<file path="config.mk">
export PLATFORM = sky130hd
export DESIGN_NAME = dual_nibble_port
export DESIGN_NICKNAME = d
export VERILOG_FILES = /design/src/core/nibble_port_pkg.sv /design/src/core/dual_nibble_port.sv
export VERILOG_INCLUDE_DIRS = /design/src /design/src/core
export SDC_FILE = /design/constraint.sdc
export NUM_CORES = 1
export LEC_CHECK = 0
export BUFFER_PORTS_ARGS = -buffer_cell sky130_fd_sc_hd__buf_2
export CAP_MARGIN = 5
export CORE_MARGIN = 2
export CORE_UTILIZATION = 40
export CTS_CLUSTER_SIZE = 28
export DETAILED_ROUTE_END_ITERATION = 10
export GPL_ROUTABILITY_DRIVEN = 0
export PLACE_DENSITY_LB_ADDON = 0.05
export SLEW_MARGIN = 30
export SYNTH_ARGS = -nofsm -noshare
export SYNTH_HDL_FRONTEND = slang
export SYNTH_SLANG_ARGS = --single-unit
</file>
<file path="constraint.sdc">
create_clock -name aclk -period 2.33 [get_ports aclk]
set_input_delay 0.233 -clock aclk [delete_from_list [all_inputs] [get_ports aclk]]
set_output_delay 0.233 -clock aclk [all_outputs]
set_load 0.05 [all_outputs]
</file>
<file path="src/core/nibble_port_params.svh">
`ifndef NIBBLE_PORT_PARAMS_SVH
`define NIBBLE_PORT_PARAMS_SVH

// ----------------------------------------------------------------------------
// Register indices (byte address is four times the index)
// ----------------------------------------------------------------------------
`define IDX_PORT_A_OUTPUT_LATCH 4'h0
`define IDX_PORT_A_PULL_UP_CTRL 4'h1
`define IDX_PORT_A_OPEN_DRAIN_CTRL 4'h2
`define IDX_PORT_A_DIRECTION 4'h3
`define IDX_PORT_A_STOP_RELEASE 4'h4
`define IDX_PORT_A_FUNCTION_SELECT_LOW 4'h5
`define IDX_PORT_A_FUNCTION_SELECT_HIGH 4'h6
`define IDX_PORT_A_DRIVE_STRENGTH 4'h7
`define IDX_PORT_B_OUTPUT_LATCH 4'h8
`define IDX_PORT_B_PULL_UP_CTRL 4'h9
`define IDX_PORT_B_OPEN_DRAIN_CTRL 4'ha
`define IDX_PORT_B_DIRECTION 4'hb
`define IDX_PORT_B_STOP_RELEASE 4'hc
`define IDX_PORT_B_FUNCTION_SELECT_LOW 4'hd
`define IDX_PORT_B_FUNCTION_SELECT_HIGH 4'he
`define IDX_PORT_B_DRIVE_STRENGTH 4'hf

// ----------------------------------------------------------------------------
// Reset values
// ----------------------------------------------------------------------------
`define RST_OUTPUT_LATCH 4'hf
`define RST_PULL_UP_CTRL 4'hf
`define RST_OPEN_DRAIN_CTRL 4'hf
`define RST_DIRECTION 4'h0
`define RST_STOP_RELEASE 4'hf
`define RST_FUNCTION_SELECT 4'h0
`define RST_DRIVE_STRENGTH 4'h0

// ----------------------------------------------------------------------------
// Function select codes and AXI responses
// ----------------------------------------------------------------------------
`define FSEL_IO 2'h0
`define FSEL_ANALOG 2'h1
`define FSEL_IRQ 2'h2
`define FSEL_ALT 2'h3
`define RESP_OKAY 2'h0
`define RESP_SLVERR 2'h2

`endif

</file>
<file path="src/core/nibble_port_pkg.sv">
package nibble_port_pkg;
  // One 4-bit peripheral register or one port's pin vector
  typedef logic [3:0] nibble_t;
  // AXI response code
  typedef logic [1:0] resp_t;
endpackage

</file>
<file path="src/core/dual_nibble_port.sv">
// Added by the designer: the AXI4-Lite interface to the registers.
`timescale 1ns/100ps
`include "nibble_port_params.svh"

// Operation
// - Output-direction pin drives the value written into its data latch.
// - Data read returns pin level for inputs, latch value for outputs.
// - Both data latches reset to all ones.
// - Pull-up bit 0 enables the input pull-up, 1 disables it.
// - Pull-up is forced off whenever the pin is an output.
// - Pull-up registers are write-only, reset to all ones.
// - Open-drain bit 0 gives open-drain output, 1 gives push-pull.
// - Open-drain registers are write-only, reset to all ones.
// - Direction bit 0 input, 1 output; readable, writable, reset zero.
// - Stop-release bit 0 allows pin wake from stop; write-only, reset ones.
// - A0 function: io, analog zero, irq/event zero, first timer output.
// - A1 function: io, analog one, irq/event one, converter reference input.
// - A2 function: io, analog two, alternate irq/event zero, pulse zero output.
// - B1 function: io for codes 00 to 10, pulse zero output for 11.
// - B3 function: io, analog seven, pull-down, second timer output.
// - B2 function: io, analog six, pull-down, pulse one output.
// - Drive-strength bit 1 raises output current; write-only, reset zero.
// - B1 only drives low or floats, never drives high.
module dual_nibble_port #(
  parameter int ADDR_W = 8
) (
  // Clock and reset
  input wire logic aclk,
  input wire logic aresetn,
  // AXI4-Lite write address
  input wire logic [ADDR_W-1:0] s_axi_awaddr,
  input wire logic [2:0] s_axi_awprot,
  input wire logic s_axi_awvalid,
  output logic s_axi_awready,
  // AXI4-Lite write data
  input wire logic [31:0] s_axi_wdata,
  input wire logic [3:0] s_axi_wstrb,
  input wire logic s_axi_wvalid,
  output logic s_axi_wready,
  // AXI4-Lite write response
  output nibble_port_pkg::resp_t s_axi_bresp,
  output logic s_axi_bvalid,
  input wire logic s_axi_bready,
  // AXI4-Lite read address
  input wire logic [ADDR_W-1:0] s_axi_araddr,
  input wire logic [2:0] s_axi_arprot,
  input wire logic s_axi_arvalid,
  output logic s_axi_arready,
  // AXI4-Lite read data
  output logic [31:0] s_axi_rdata,
  output nibble_port_pkg::resp_t s_axi_rresp,
  output logic s_axi_rvalid,
  input wire logic s_axi_rready,
  // Port A pads, bits 0..2 bonded
  input wire nibble_port_pkg::nibble_t port_a_pad_in,
  output nibble_port_pkg::nibble_t port_a_pad_out,
  output nibble_port_pkg::nibble_t port_a_pad_oe,
  output nibble_port_pkg::nibble_t port_a_pull_up_en,
  output nibble_port_pkg::nibble_t port_a_drive_strong,
  output nibble_port_pkg::nibble_t port_a_wake_en,
  // Port B pads, bits 1..3 bonded
  input wire nibble_port_pkg::nibble_t port_b_pad_in,
  output nibble_port_pkg::nibble_t port_b_pad_out,
  output nibble_port_pkg::nibble_t port_b_pad_oe,
  output nibble_port_pkg::nibble_t port_b_pull_up_en,
  output nibble_port_pkg::nibble_t port_b_pull_down_en,
  output nibble_port_pkg::nibble_t port_b_drive_strong,
  output nibble_port_pkg::nibble_t port_b_wake_en,
  // Analog switch enables toward the converter
  output logic analog_channel_zero,
  output logic analog_channel_one,
  output logic analog_channel_two,
  output logic analog_channel_six,
  output logic analog_channel_seven,
  output logic reference_in_sel,
  // Interrupt and event inputs toward timers and interrupt logic
  output logic external_irq_zero,
  output logic external_irq_one,
  output logic event_count_in_zero,
  output logic event_count_in_one,
  // Timer and pulse outputs from the timers, same clock
  input wire logic timer_out_first,
  input wire logic timer_out_second,
  input wire logic pulse_out_zero,
  input wire logic pulse_out_one
);
  import nibble_port_pkg::*;

  // --------------------------------------------------------------------------
  // Registers
  // --------------------------------------------------------------------------
  nibble_t port_a_output_latch;
  nibble_t port_a_pull_up_ctrl;
  nibble_t port_a_open_drain_ctrl;
  nibble_t port_a_direction;
  nibble_t port_a_stop_release;
  nibble_t port_a_function_select_low;
  nibble_t port_a_function_select_high;
  nibble_t port_a_drive_strength;
  nibble_t port_b_output_latch;
  nibble_t port_b_pull_up_ctrl;
  nibble_t port_b_open_drain_ctrl;
  nibble_t port_b_direction;
  nibble_t port_b_stop_release;
  nibble_t port_b_function_select_low;
  nibble_t port_b_function_select_high;
  nibble_t port_b_drive_strength;

  // Bus state
  logic aw_held;
  logic w_held;
  logic [3:0] aw_index;
  logic aw_bad;
  logic [31:0] w_data;
  logic [3:0] w_strb;
  logic wr_fire;

  // Pin synchronisers and pad helpers
  nibble_t a_sync1;
  nibble_t a_sync2;
  nibble_t b_sync1;
  nibble_t b_sync2;
  logic [1:0] a0_fn;
  logic [1:0] a1_fn;
  logic [1:0] a2_fn;
  logic [1:0] b1_fn;
  logic [1:0] b2_fn;
  logic [1:0] b3_fn;
  nibble_t a_fn_out;
  nibble_t a_fn_lvl;
  nibble_t a_analog;
  nibble_t b_fn_out;
  nibble_t b_fn_lvl;
  nibble_t b_analog;
  nibble_t b_od_only;
  nibble_t next_a_read;
  nibble_t next_b_read;

  // --------------------------------------------------------------------------
  // AXI4-Lite write channel
  // --------------------------------------------------------------------------
  // Address and data are caught independently so either may come first
  assign s_axi_awready = !aw_held;
  assign s_axi_wready = !w_held;
  assign wr_fire = aw_held && w_held && !s_axi_bvalid;

  // Capture write address
  always_ff @(posedge aclk) begin
    if (!aresetn) begin
      aw_held <= 1'b0;
      aw_index <= 4'h0;
      aw_bad <= 1'b0;
    end else if (s_axi_awvalid && !aw_held) begin
      aw_held <= 1'b1;
      aw_index <= s_axi_awaddr[5:2];
      aw_bad <= |(s_axi_awaddr >> 6);
    end else if (wr_fire) begin
      aw_held <= 1'b0;
    end
  end

  // Capture write data
  always_ff @(posedge aclk) begin
    if (!aresetn) begin
      w_held <= 1'b0;
      w_data <= 32'h0000_0000;
      w_strb <= 4'h0;
    end else if (s_axi_wvalid && !w_held) begin
      w_held <= 1'b1;
      w_data <= s_axi_wdata;
      w_strb <= s_axi_wstrb;
    end else if (wr_fire) begin
      w_held <= 1'b0;
    end
  end

  // Write response, one cycle after both halves are held
  always_ff @(posedge aclk) begin
    if (!aresetn) begin
      s_axi_bvalid <= 1'b0;
      s_axi_bresp <= `RESP_OKAY;
    end else if (wr_fire) begin
      s_axi_bvalid <= 1'b1;
      s_axi_bresp <= aw_bad ? `RESP_SLVERR : `RESP_OKAY;
    end else if (s_axi_bready) begin
      s_axi_bvalid <= 1'b0;
    end
  end

  // --------------------------------------------------------------------------
  // Register file
  // --------------------------------------------------------------------------
  // Only the low byte lane carries the nibble, so wstrb[0] gates the update
  always_ff @(posedge aclk) begin
    if (!aresetn) begin
      port_a_output_latch <= `RST_OUTPUT_LATCH;
      port_a_pull_up_ctrl <= `RST_PULL_UP_CTRL;
      port_a_open_drain_ctrl <= `RST_OPEN_DRAIN_CTRL;
      port_a_direction <= `RST_DIRECTION;
      port_a_stop_release <= `RST_STOP_RELEASE;
      port_a_function_select_low <= `RST_FUNCTION_SELECT;
      port_a_function_select_high <= `RST_FUNCTION_SELECT;
      port_a_drive_strength <= `RST_DRIVE_STRENGTH;
      port_b_output_latch <= `RST_OUTPUT_LATCH;
      port_b_pull_up_ctrl <= `RST_PULL_UP_CTRL;
      port_b_open_drain_ctrl <= `RST_OPEN_DRAIN_CTRL;
      port_b_direction <= `RST_DIRECTION;
      port_b_stop_release <= `RST_STOP_RELEASE;
      port_b_function_select_low <= `RST_FUNCTION_SELECT;
      port_b_function_select_high <= `RST_FUNCTION_SELECT;
      port_b_drive_strength <= `RST_DRIVE_STRENGTH;
    end else if (wr_fire && !aw_bad && w_strb[0]) begin
      // Latch writes land regardless of direction
      unique case (aw_index)
        `IDX_PORT_A_OUTPUT_LATCH: port_a_output_latch <= w_data[3:0];
        `IDX_PORT_A_PULL_UP_CTRL: port_a_pull_up_ctrl <= w_data[3:0];
        `IDX_PORT_A_OPEN_DRAIN_CTRL: port_a_open_drain_ctrl <= w_data[3:0];
        `IDX_PORT_A_DIRECTION: port_a_direction <= w_data[3:0];
        `IDX_PORT_A_STOP_RELEASE: port_a_stop_release <= w_data[3:0];
        `IDX_PORT_A_FUNCTION_SELECT_LOW: port_a_function_select_low <= w_data[3:0];
        `IDX_PORT_A_FUNCTION_SELECT_HIGH: port_a_function_select_high <= w_data[3:0];
        `IDX_PORT_A_DRIVE_STRENGTH: port_a_drive_strength <= w_data[3:0];
        `IDX_PORT_B_OUTPUT_LATCH: port_b_output_latch <= w_data[3:0];
        `IDX_PORT_B_PULL_UP_CTRL: port_b_pull_up_ctrl <= w_data[3:0];
        `IDX_PORT_B_OPEN_DRAIN_CTRL: port_b_open_drain_ctrl <= w_data[3:0];
        `IDX_PORT_B_DIRECTION: port_b_direction <= w_data[3:0];
        `IDX_PORT_B_STOP_RELEASE: port_b_stop_release <= w_data[3:0];
        `IDX_PORT_B_FUNCTION_SELECT_LOW: port_b_function_select_low <= w_data[3:0];
        `IDX_PORT_B_FUNCTION_SELECT_HIGH: port_b_function_select_high <= w_data[3:0];
        `IDX_PORT_B_DRIVE_STRENGTH: port_b_drive_strength <= w_data[3:0];
      endcase
    end
  end

  // --------------------------------------------------------------------------
  // AXI4-Lite read channel
  // --------------------------------------------------------------------------
  // Data locations: output bits show the latch, input bits the synced pin
  assign next_a_read = (port_a_direction & port_a_output_latch) | (~port_a_direction & a_sync2);
  assign next_b_read = (port_b_direction & port_b_output_latch) | (~port_b_direction & b_sync2);
  assign s_axi_arready = !s_axi_rvalid;

  // Read answer one cycle after the address; write-only registers read zero
  always_ff @(posedge aclk) begin
    if (!aresetn) begin
      s_axi_rvalid <= 1'b0;
      s_axi_rdata <= 32'h0000_0000;
      s_axi_rresp <= `RESP_OKAY;
    end else if (s_axi_arvalid && !s_axi_rvalid) begin
      s_axi_rvalid <= 1'b1;
      s_axi_rdata <= 32'h0000_0000;
      s_axi_rresp <= `RESP_OKAY;
      if (|(s_axi_araddr >> 6)) begin
        s_axi_rresp <= `RESP_SLVERR;
      end else begin
        unique case (s_axi_araddr[5:2])
          `IDX_PORT_A_OUTPUT_LATCH: s_axi_rdata[3:0] <= next_a_read;
          `IDX_PORT_A_DIRECTION: s_axi_rdata[3:0] <= port_a_direction;
          `IDX_PORT_A_FUNCTION_SELECT_LOW: s_axi_rdata[3:0] <= port_a_function_select_low;
          `IDX_PORT_A_FUNCTION_SELECT_HIGH: s_axi_rdata[3:0] <= port_a_function_select_high;
          `IDX_PORT_B_OUTPUT_LATCH: s_axi_rdata[3:0] <= next_b_read;
          `IDX_PORT_B_DIRECTION: s_axi_rdata[3:0] <= port_b_direction;
          `IDX_PORT_B_FUNCTION_SELECT_LOW: s_axi_rdata[3:0] <= port_b_function_select_low;
          `IDX_PORT_B_FUNCTION_SELECT_HIGH: s_axi_rdata[3:0] <= port_b_function_select_high;
          default: s_axi_rdata[3:0] <= 4'h0; // Write-only
        endcase
      end
    end else if (s_axi_rready) begin
      s_axi_rvalid <= 1'b0;
    end
  end

  // --------------------------------------------------------------------------
  // Pin synchronisers
  // --------------------------------------------------------------------------
  // Pads are asynchronous to aclk; only the second stage is used
  always_ff @(posedge aclk) begin
    if (!aresetn) begin
      a_sync1 <= 4'h0;
      a_sync2 <= 4'h0;
      b_sync1 <= 4'h0;
      b_sync2 <= 4'h0;
    end else begin
      a_sync1 <= port_a_pad_in;
      a_sync2 <= a_sync1;
      b_sync1 <= port_b_pad_in;
      b_sync2 <= b_sync1;
    end
  end

  // --------------------------------------------------------------------------
  // Function selection
  // --------------------------------------------------------------------------
  // Field positions within the selector registers
  assign a0_fn = port_a_function_select_low[1:0];
  assign a1_fn = port_a_function_select_low[3:2];
  assign a2_fn = port_a_function_select_high[1:0];
  assign b1_fn = port_b_function_select_low[3:2];
  assign b2_fn = port_b_function_select_high[1:0];
  assign b3_fn = port_b_function_select_high[3:2];

  // Port A routing
  assign a_analog = {1'b0, a2_fn == `FSEL_ANALOG, a1_fn == `FSEL_ANALOG, a0_fn == `FSEL_ANALOG};
  assign a_fn_out = {1'b0, a2_fn == `FSEL_ALT, 1'b0, a0_fn == `FSEL_ALT};
  assign a_fn_lvl = {1'b0, pulse_out_zero, 1'b0, timer_out_first};
  assign analog_channel_zero = a_analog[0];
  assign analog_channel_one = a_analog[1];
  assign analog_channel_two = a_analog[2];
  // Reference pin: only reference_in_sel rises; the digital driver still follows the direction bit
  assign reference_in_sel = a1_fn == `FSEL_ALT;

  // Interrupt zero may come from A0 or, as alternate, A2; A0 takes priority
  always_comb begin
    external_irq_zero = 1'b0;
    if (a0_fn == `FSEL_IRQ) begin
      external_irq_zero = a_sync2[0];
    end else if (a2_fn == `FSEL_IRQ) begin
      external_irq_zero = a_sync2[2];
    end
  end
  assign event_count_in_zero = external_irq_zero;
  assign external_irq_one = (a1_fn == `FSEL_IRQ) & a_sync2[1];
  assign event_count_in_one = external_irq_one;

  // Port B routing; codes 00 to 10 on B1 are all plain io
  assign b_analog = {b3_fn == `FSEL_ANALOG, b2_fn == `FSEL_ANALOG, 2'b00};
  assign b_fn_out = {b3_fn == `FSEL_ALT, b2_fn == `FSEL_ALT, b1_fn == `FSEL_ALT, 1'b0};
  assign b_fn_lvl = {timer_out_second, pulse_out_one, pulse_out_zero, 1'b0};
  assign analog_channel_six = b_analog[2];
  assign analog_channel_seven = b_analog[3];
  assign port_b_pull_down_en = {b3_fn == `FSEL_IRQ, b2_fn == `FSEL_IRQ, 2'b00};
  // B1 has no high-side driver at all
  assign b_od_only = 4'h2;

  // --------------------------------------------------------------------------
  // Pad control, one slice per bit
  // --------------------------------------------------------------------------
  // A function output drives the pin even while the direction bit says input,
  // so a peripheral can own the pin without software flipping the direction
  for (genvar i = 0; i < 4; i++) begin : g_pad
    logic a_drv;
    logic a_lvl;
    logic a_od;
    logic b_drv;
    logic b_lvl;
    logic b_od;

    // Port A slice
    assign a_drv = (port_a_direction[i] | a_fn_out[i]) & ~a_analog[i];
    assign a_lvl = a_fn_out[i] ? a_fn_lvl[i] : port_a_output_latch[i];
    assign a_od = ~port_a_open_drain_ctrl[i];
    assign port_a_pad_oe[i] = a_drv & (~a_od | ~a_lvl);
    assign port_a_pad_out[i] = a_od ? 1'b0 : a_lvl;
    assign port_a_pull_up_en[i] = ~port_a_pull_up_ctrl[i] & ~(port_a_direction[i] | a_fn_out[i]);
    assign port_a_drive_strong[i] = port_a_drive_strength[i];
    assign port_a_wake_en[i] = ~port_a_stop_release[i];

    // Port B slice
    assign b_drv = (port_b_direction[i] | b_fn_out[i]) & ~b_analog[i];
    assign b_lvl = b_fn_out[i] ? b_fn_lvl[i] : port_b_output_latch[i];
    assign b_od = ~port_b_open_drain_ctrl[i] | b_od_only[i];
    assign port_b_pad_oe[i] = b_drv & (~b_od | ~b_lvl);
    assign port_b_pad_out[i] = b_od ? 1'b0 : b_lvl;
    assign port_b_pull_up_en[i] = ~port_b_pull_up_ctrl[i] & ~(port_b_direction[i] | b_fn_out[i]);
    assign port_b_drive_strong[i] = port_b_drive_strength[i];
    assign port_b_wake_en[i] = ~port_b_stop_release[i];
  end

endmodule

</file>
==> results of run 1 <==
worst max-delay path: cells and delay by family, from the launching register on:
| family | cells | cell delay [ns] |
|---|---|---|
| DFF | 1 | 0.39 |
| muxes | 1 | 0.21 |
| and+or+nand+nor | 4 | 1.25 |
cell usage after synthesis (5+ instances only):
cell type  count
nand3_1       49
inv_1         22
dfxtp_1       99
nor2_1        13
or3_1          5
nand2_1       69
a21boi_0       8
buf_4         35
o31ai_1        5
clkbuf_1      31
mux2i_1       44
nor2b_1       23
o21ai_0       40
nand3b_1       5
and2_1        21
a211oi_1       5
o211ai_1       8
power by group through the flow:
stage / combinational, W / sequential, W / clock, W
final: 0.000353 / 0.00175 / 0.00170
after CTS: 0.000355 / 0.00175 / 0.00174
after global routing: 0.000383 / 0.00175 / 0.00181
after global placement: 0.000351 / 0.00179 / 0
after floorplan: 0.000303 / 0.00179 / 0
after detailed placement: 0.000354 / 0.00179 / 0
metal layers:
metal  GRT usage [%]  vias up
met5               0        -
met4            5.18        0
met3            5.35       10
met2            31.3      104
met1            27.3     1712
li1                -     1891
through the flow:
step | instances | setup WS (ns) | utilization [%]
floorplan | 563 | 0.306 | -
global placement | 738 | 0.389 | 45.6
detailed placement | 738 | 0.369 | 45.6
CTS | 754 | 0.342 | 48.8
global route | 754 | 0.166 | 48.8
finish | 754 | 0.354 | 48.8
logic make-up after synthesis:
| group | after synthesis |
|---|---|
| xor+xnor | 2 |
| simple gates | 203 |
| other cells | 1 |
| flops | 99 |
| buf+inv | 93 |
| compound gates | 85 |
| mux | 48 |
layout make-up:
cell class / instances / area (µm²)
Inverter: 22 / 82.6
Clock inverter: 7 / 116
Fill cell: 1114 / 5600
Timing Repair Buffer: 106 / 566
Multi-Input combinational cell: 371 / 2180
Clock buffer: 9 / 225
Sequential cell: 99 / 1980
Tap cell: 140 / 175
worst max-delay path by stage:
stage | to | startpoint | cells past startpoint | slack (ns)
5_1_grt | port_a_stop_release[1] | aw_held | 6 | 0.17
2_1_floorplan | port_a_function_select_high[0] | s_axi_bvalid | 6 | 0.31
3_5_place_dp | port_a_open_drain_ctrl[3] | aw_held | 5 | 0.37
3_3_place_gp | port_a_open_drain_ctrl[3] | s_axi_bvalid | 5 | 0.39
6_report | port_a_open_drain_ctrl[3] | aw_held | 5 | 0.35
4_1_cts | port_a_open_drain_ctrl[3] | aw_held | 5 | 0.34
==> results.md, run 1 <==
- Run status: finished, final reports clean
- Post-synthesis simple-gate area fraction: 22.8%
- Largest net degree at the start of global routing: 55
- Cts bufs inserted: 9
- Worst slew margin: 55.0%
- Post-Syn Area: 0.00453 mm²
- Largest stage delay, worst path: 0.54 ns
- Psw: 0.000941 W
- Clock Latency Late Sink: 0.35 ns
- DRC viols: 0
- Routed vias: 3717
- Post-layout nets: 686
- Antenna Nets Post-Route: 0
- Die Span X: 110 µm
- Total power: 0.00380 W
- GRT Util Overall: 20.0%
- Die area: 0.0122 mm²
- Xor-xnor portion of the synthesized cell area: 0.387%
- Int Pwr: 0.00286 W
- Critical path cell sequence: nand3b_1 -> or4b_1 -> or3_1 -> mux2i_1 -> nand2_1
- CTS tree: built
- Pwr dens: 713 mW/mm²
- Setup Buffers After CTS: 0
- Combinational fraction of design power: 9.3%
- Clk root buf: clkbuf_16
- Final setup vio count: 0
- Clock Tree Buf Depth: 2
- Hold Vio Cnt, Final: 0
- Post-synth top area cell: dfxtp_1
- Hold Path Class: in -> reg
- Synth top area share: 43.8%
- Placed cell areas: 0.00499 mm²
- Data required time of the worst path: 2.55 ns
- First-pass GRT wire length: 18100 µm
- Standby leakage power: 2.61 nW
- Clk sinks: 99
- Slew of the pin with the lowest slew margin: 0.673 ns
- Worst r2r src: aw_held
- Yosys Warn Count: 0
- Port buffer count: 97
- Fmax: 506 MHz
- Top sig layer: met4
- Vias in the first global route: 3402
- Minimum clock period: 1.98 ns
- Worst setup path class: reg -> reg
- WHS Path Cells: 2
- # hold bufs at CTS: 0
- Vias/cell: 4.93
- Startpoint Class: flip-flop
- Clock power share: 44.7%
- CP endpoint kind: flip-flop
- FF-to-FF End: port_a_open_drain_ctrl[3]
- Max Cap Viol: 0
- Drt wl/cell: 15.2 µm
- #FFs+latches synth: 99
- Adder-cell share of the synthesized area: 0%
- Syn_area_per_cell: 8.52 µm²
- Die Y: 110 µm
- Mux cell area share after synthesis: 10.7%
- Post-synth EDFFs: 0
- Metal2 WL: 5120 µm
- Net Sw Frac: 24.8%
- Gates resized, CTS repair: 0
- Final wirelength: 11500 µm
- Synth-to-Final Area Change: 17.8%
- DP Wirelength: 8230 µm
- Initial antenna violation count: 0
- Area contributors post-synth: dfxtp_1, mux2i_1, buf_4, nand2_1, nand3_1
- Critical path data arrival time: 2.20 ns
- Ant. Diodes: 0
- Layout cells sized above 1: 21.0%
- Post-synth top flop: dfxtp_1
- Setup tns final: 0 ns
- Crit path max fanout: 5
- Met3 routed WL: 643 µm
- Io pins: 172
- WHS: 0.0837 ns
- Worst Clk Skew: 0.00598 ns
- H-tree Lvls: 3
- Worst-path clk slew: 0.07 ns
- Commonest cells after routing, fill and taps aside: dfxtp_1, buf_2, nand2_1
- Synth Area in Compound Gates: 11.5%
- Worst R2R Path Depth: 5
- Max Slew Vio Count: 0
- Most common cell after layout, fill and taps aside: dfxtp_1
- Min-delay src: port_a_pad_in[2]
- CP max-delay cell: or4b_1
- Sequential power share: 46.1%
- RSZ-0062 raised after global routing: false
- Setup slack, reg-to-reg: 0.35 ns
- Final period util: 84.8%
- Core Area: 0.0109 mm²
- GRT overflow: 0
- Seq/Total Area, Yosys: 43.8%
- Initial DRC Count: 183
- Asr flop ratio synth: 0%
- Post-synth cell types: 40
- Hold EP: a_sync1[2]
- Post-Syn Instances: 531
- Final instance area: 0.00533 mm²
- Met1 WL: 5580 µm
- Initial Utilization: 41.4%
- DRT Pass-1 Iters: 4
- Worst VDD drop: 0.495 mV
- Largest family of logic cells by synthesized area: simple AND/OR/NAND/NOR gates
- Num rows: 38
Note: power is estimated with default switching activity, not from simulation.
==> run 2, diff against run 1 <==
==> constraint.sdc (replaced) <==
create_clock -name aclk -period 1.9 [get_ports aclk]
set_input_delay 0.19 -clock aclk [delete_from_list [all_inputs] [get_ports aclk]]
set_output_delay 0.19 -clock aclk [all_outputs]
set_load 0.05 [all_outputs]
==> results.md, run 2 (synthesis results as in run 1) <==
- Worst-path clk slew: 0.08 ns (about the same)
- Hold Vio Cnt, Final: 0 (unchanged)
- Crit path max fanout: 8 (+3)
- CP endpoint kind: flip-flop
- Worst setup path class: reg -> reg
- Seq. cell area: 0.00199 mm² (+0.19%)
- Largest net degree at the start of global routing: 47 (-15%)
- GRT overflow: 0 (unchanged)
- Cts bufs inserted: 9 (unchanged)
- Post-layout nets: 697 (+1.6%)
- FILL cells: 1089 (-2.2%)
- DP Wirelength: 8370 µm (+1.7%)
- Io pins: 172 (unchanged)
- Critical path data arrival time: 2.12 ns (-0.08 ns)
- Final period util: 99.5% (+15 points)
- RSZ-0062 raised after global routing: true
- Net Sw Frac: 27.8% (+3.0 points)
- Worst slew margin: 58.9% (+3.9 points)
- Initial antenna violation count: 0 (unchanged)
- Drt wl/cell: 14.8 µm (-2.8%)
- Startpoint Class: flip-flop
- Data required time of the worst path: 2.12 ns (-0.43 ns)
- Final setup vio count: 0 (unchanged)
- Num rows: 38 (unchanged)
- Met2 usage: 31.1% (-0.22 points)
- First-pass GRT wire length: 17600 µm (-2.3%)
- CTS tree: built
- Slew of the pin with the lowest slew margin: 0.615 ns (-0.0577 ns)
- Vias/cell: 4.92 (-0.11%)
- Synth-to-Final Area Change: 18.6%
- GRT Util Overall: 19.2% (-0.78 points)
- Standby leakage power: 2.64 nW (+1.2%)
- DRC viols: 0 (unchanged)
- Most common cell after layout, fill and taps aside: dfxtp_1
- Run status: finished, final reports clean
- Core Area: 0.0109 mm² (unchanged)
- Routed vias: 3767 (+1.3%)
- WHS: 0.0526 ns (-0.0310 ns)
- DRT Pass-1 Iters: 4 (unchanged)
- Combinational fraction of design power: 10.3% (+1.0 points)
- DP Worst Slack: 0.000285 ns (-0.369 ns)
- Psw: 0.00121 W (+29%)
- Clock Tree Buf Depth: 2 (unchanged)
- Hold Path Class: in -> reg
- Ant. Diodes: 0 (unchanged)
- Antenna Nets Post-Route: 0 (unchanged)
- Setup tns final: 0 ns (unchanged)
- Die Y: 110 µm (unchanged)
- Initial DRC Count: 120 (-34%)
- Sequential power share: 49.2% (+3.1 points)
- Initial Utilization: 41.4% (unchanged)
- Layout cells sized above 1: 22.7% (+1.7 points)
- Die area: 0.0122 mm² (unchanged)
- Vias in the first global route: 3453 (+1.5%)
- Int Pwr: 0.00315 W (+10%)
- Multi-input gate area: 0.00219 mm² (+0.23%)
- Clock power share: 40.6% (-4.1 points)
- Clk sinks: 99 (unchanged)
- Worst VDD drop: 0.574 mV (+16%)
- GRT met1 Usage: 26.3% (-1.0 points)
- Die Span X: 110 µm (unchanged)
- Setup ws final: 0.00886 ns (-0.345 ns)
- Final Util: 49.1% (+0.32 points)
- Pwr dens: 813 mW/mm² (+14%)
- Final wirelength: 11300 µm (-1.3%)
- Met3 usage: 2.59% (-2.8 points)
- Max Slew Vio Count: 0 (unchanged)
- Minimum clock period: 1.89 ns (-0.0852 ns)
- Worst Clk Skew: 0.00709 ns (+0.00111 ns)
- Fmax: 529 MHz (+4.5%)
- Busiest layer in global routing: met2
- H-tree Lvls: 3 (unchanged)
- Port buffer count: 97 (unchanged)
- Max Cap Viol: 0 (unchanged)
- Clock Latency Late Sink: 0.34 ns (about the same)
- # hold bufs at CTS: 0 (unchanged)
- Commonest cells after routing, fill and taps aside: dfxtp_1, buf_2, nand2_1
- Clk root buf: clkbuf_16
run 2: cell types whose count changed in the layout (fill, tap and decap cells not counted), sizes merged:
| cell | delta |
|---|---|
| buf | +11 |
| bufinv | -3 |
| inv | +4 |
| clkinv | -1 |
run 2: layer usage:
| layer | routed length, µm | share of wire, % |
|---|---|---|
| met5 | 0 | 0 |
| met4 | 203 | 1.8 |
| met3 | 448 | 4.0 |
| met2 | 5210 | 46 |
| met1 | 5460 | 48 |
run 2: worst paths after layout:
kind / startpoint / cells after the start / end / slack [ns]
setup / recovery: s_axi_bvalid / 5 / port_a_function_select_high[0] / 0.009
hold / removal: port_a_pad_in[2] / 2 / a_sync1[2] / 0.05
setup reg to reg: s_axi_bvalid / 5 / port_a_function_select_high[0] / 0.009
hold reg to reg: s_axi_rdata[0] / 2 / s_axi_rdata[0] / 0.43
run 2: cell type report:
| class | count | share of cell area [%] |
|---|---|---|
| clock buffers | 9 | 4.20 |
| clock inverters | 7 | 1.12 |
| inverters | 22 | 1.54 |
| multi-input cells | 371 | 40.8 |
| flip-flops and latches | 99 | 37.0 |
| well taps | 140 | 3.26 |
| repair buffers | 117 | 12.1 |
run 2: repair_timing:
action                                 in CTS  in global routing
buffers inserted                            0                  1
endpoints found under the hold margin       0                  0
setup endpoints to repair                   3                  9
gates resized for setup                     1                  0
run 2: worst max-delay path, stage by stage, from the launching register on:
cell      delay [ns]
dfxtp_4         0.34
nand3b_1        0.18
or4b_1          0.53
or3_1           0.52
nand3_1         0.15
o21ai_1         0.07
run 2: stage by stage:
step / cells / cell area, µm² / power [W]
2_1_floorplan: 563 / 4650 / 0.00257
3_3_place_gp: 748 / 5070 / 0.00264
3_5_place_dp: 748 / 5070 / 0.00264
4_1_cts: 764 / 5360 / 0.00441
5_1_grt: 765 / 5370 / 0.00453
6_report: 765 / 5370 / 0.00436
run 2: power by group through the flow:
stage                     Combinational, W  Sequential, W  Clock, W
final                             0.000448        0.00214   0.00177
after global placement            0.000445        0.00219         0
after detailed placement          0.000451        0.00219         0
after CTS                         0.000452        0.00214   0.00181
after global routing              0.000487        0.00215   0.00190
after floorplan                   0.000371        0.00220         0
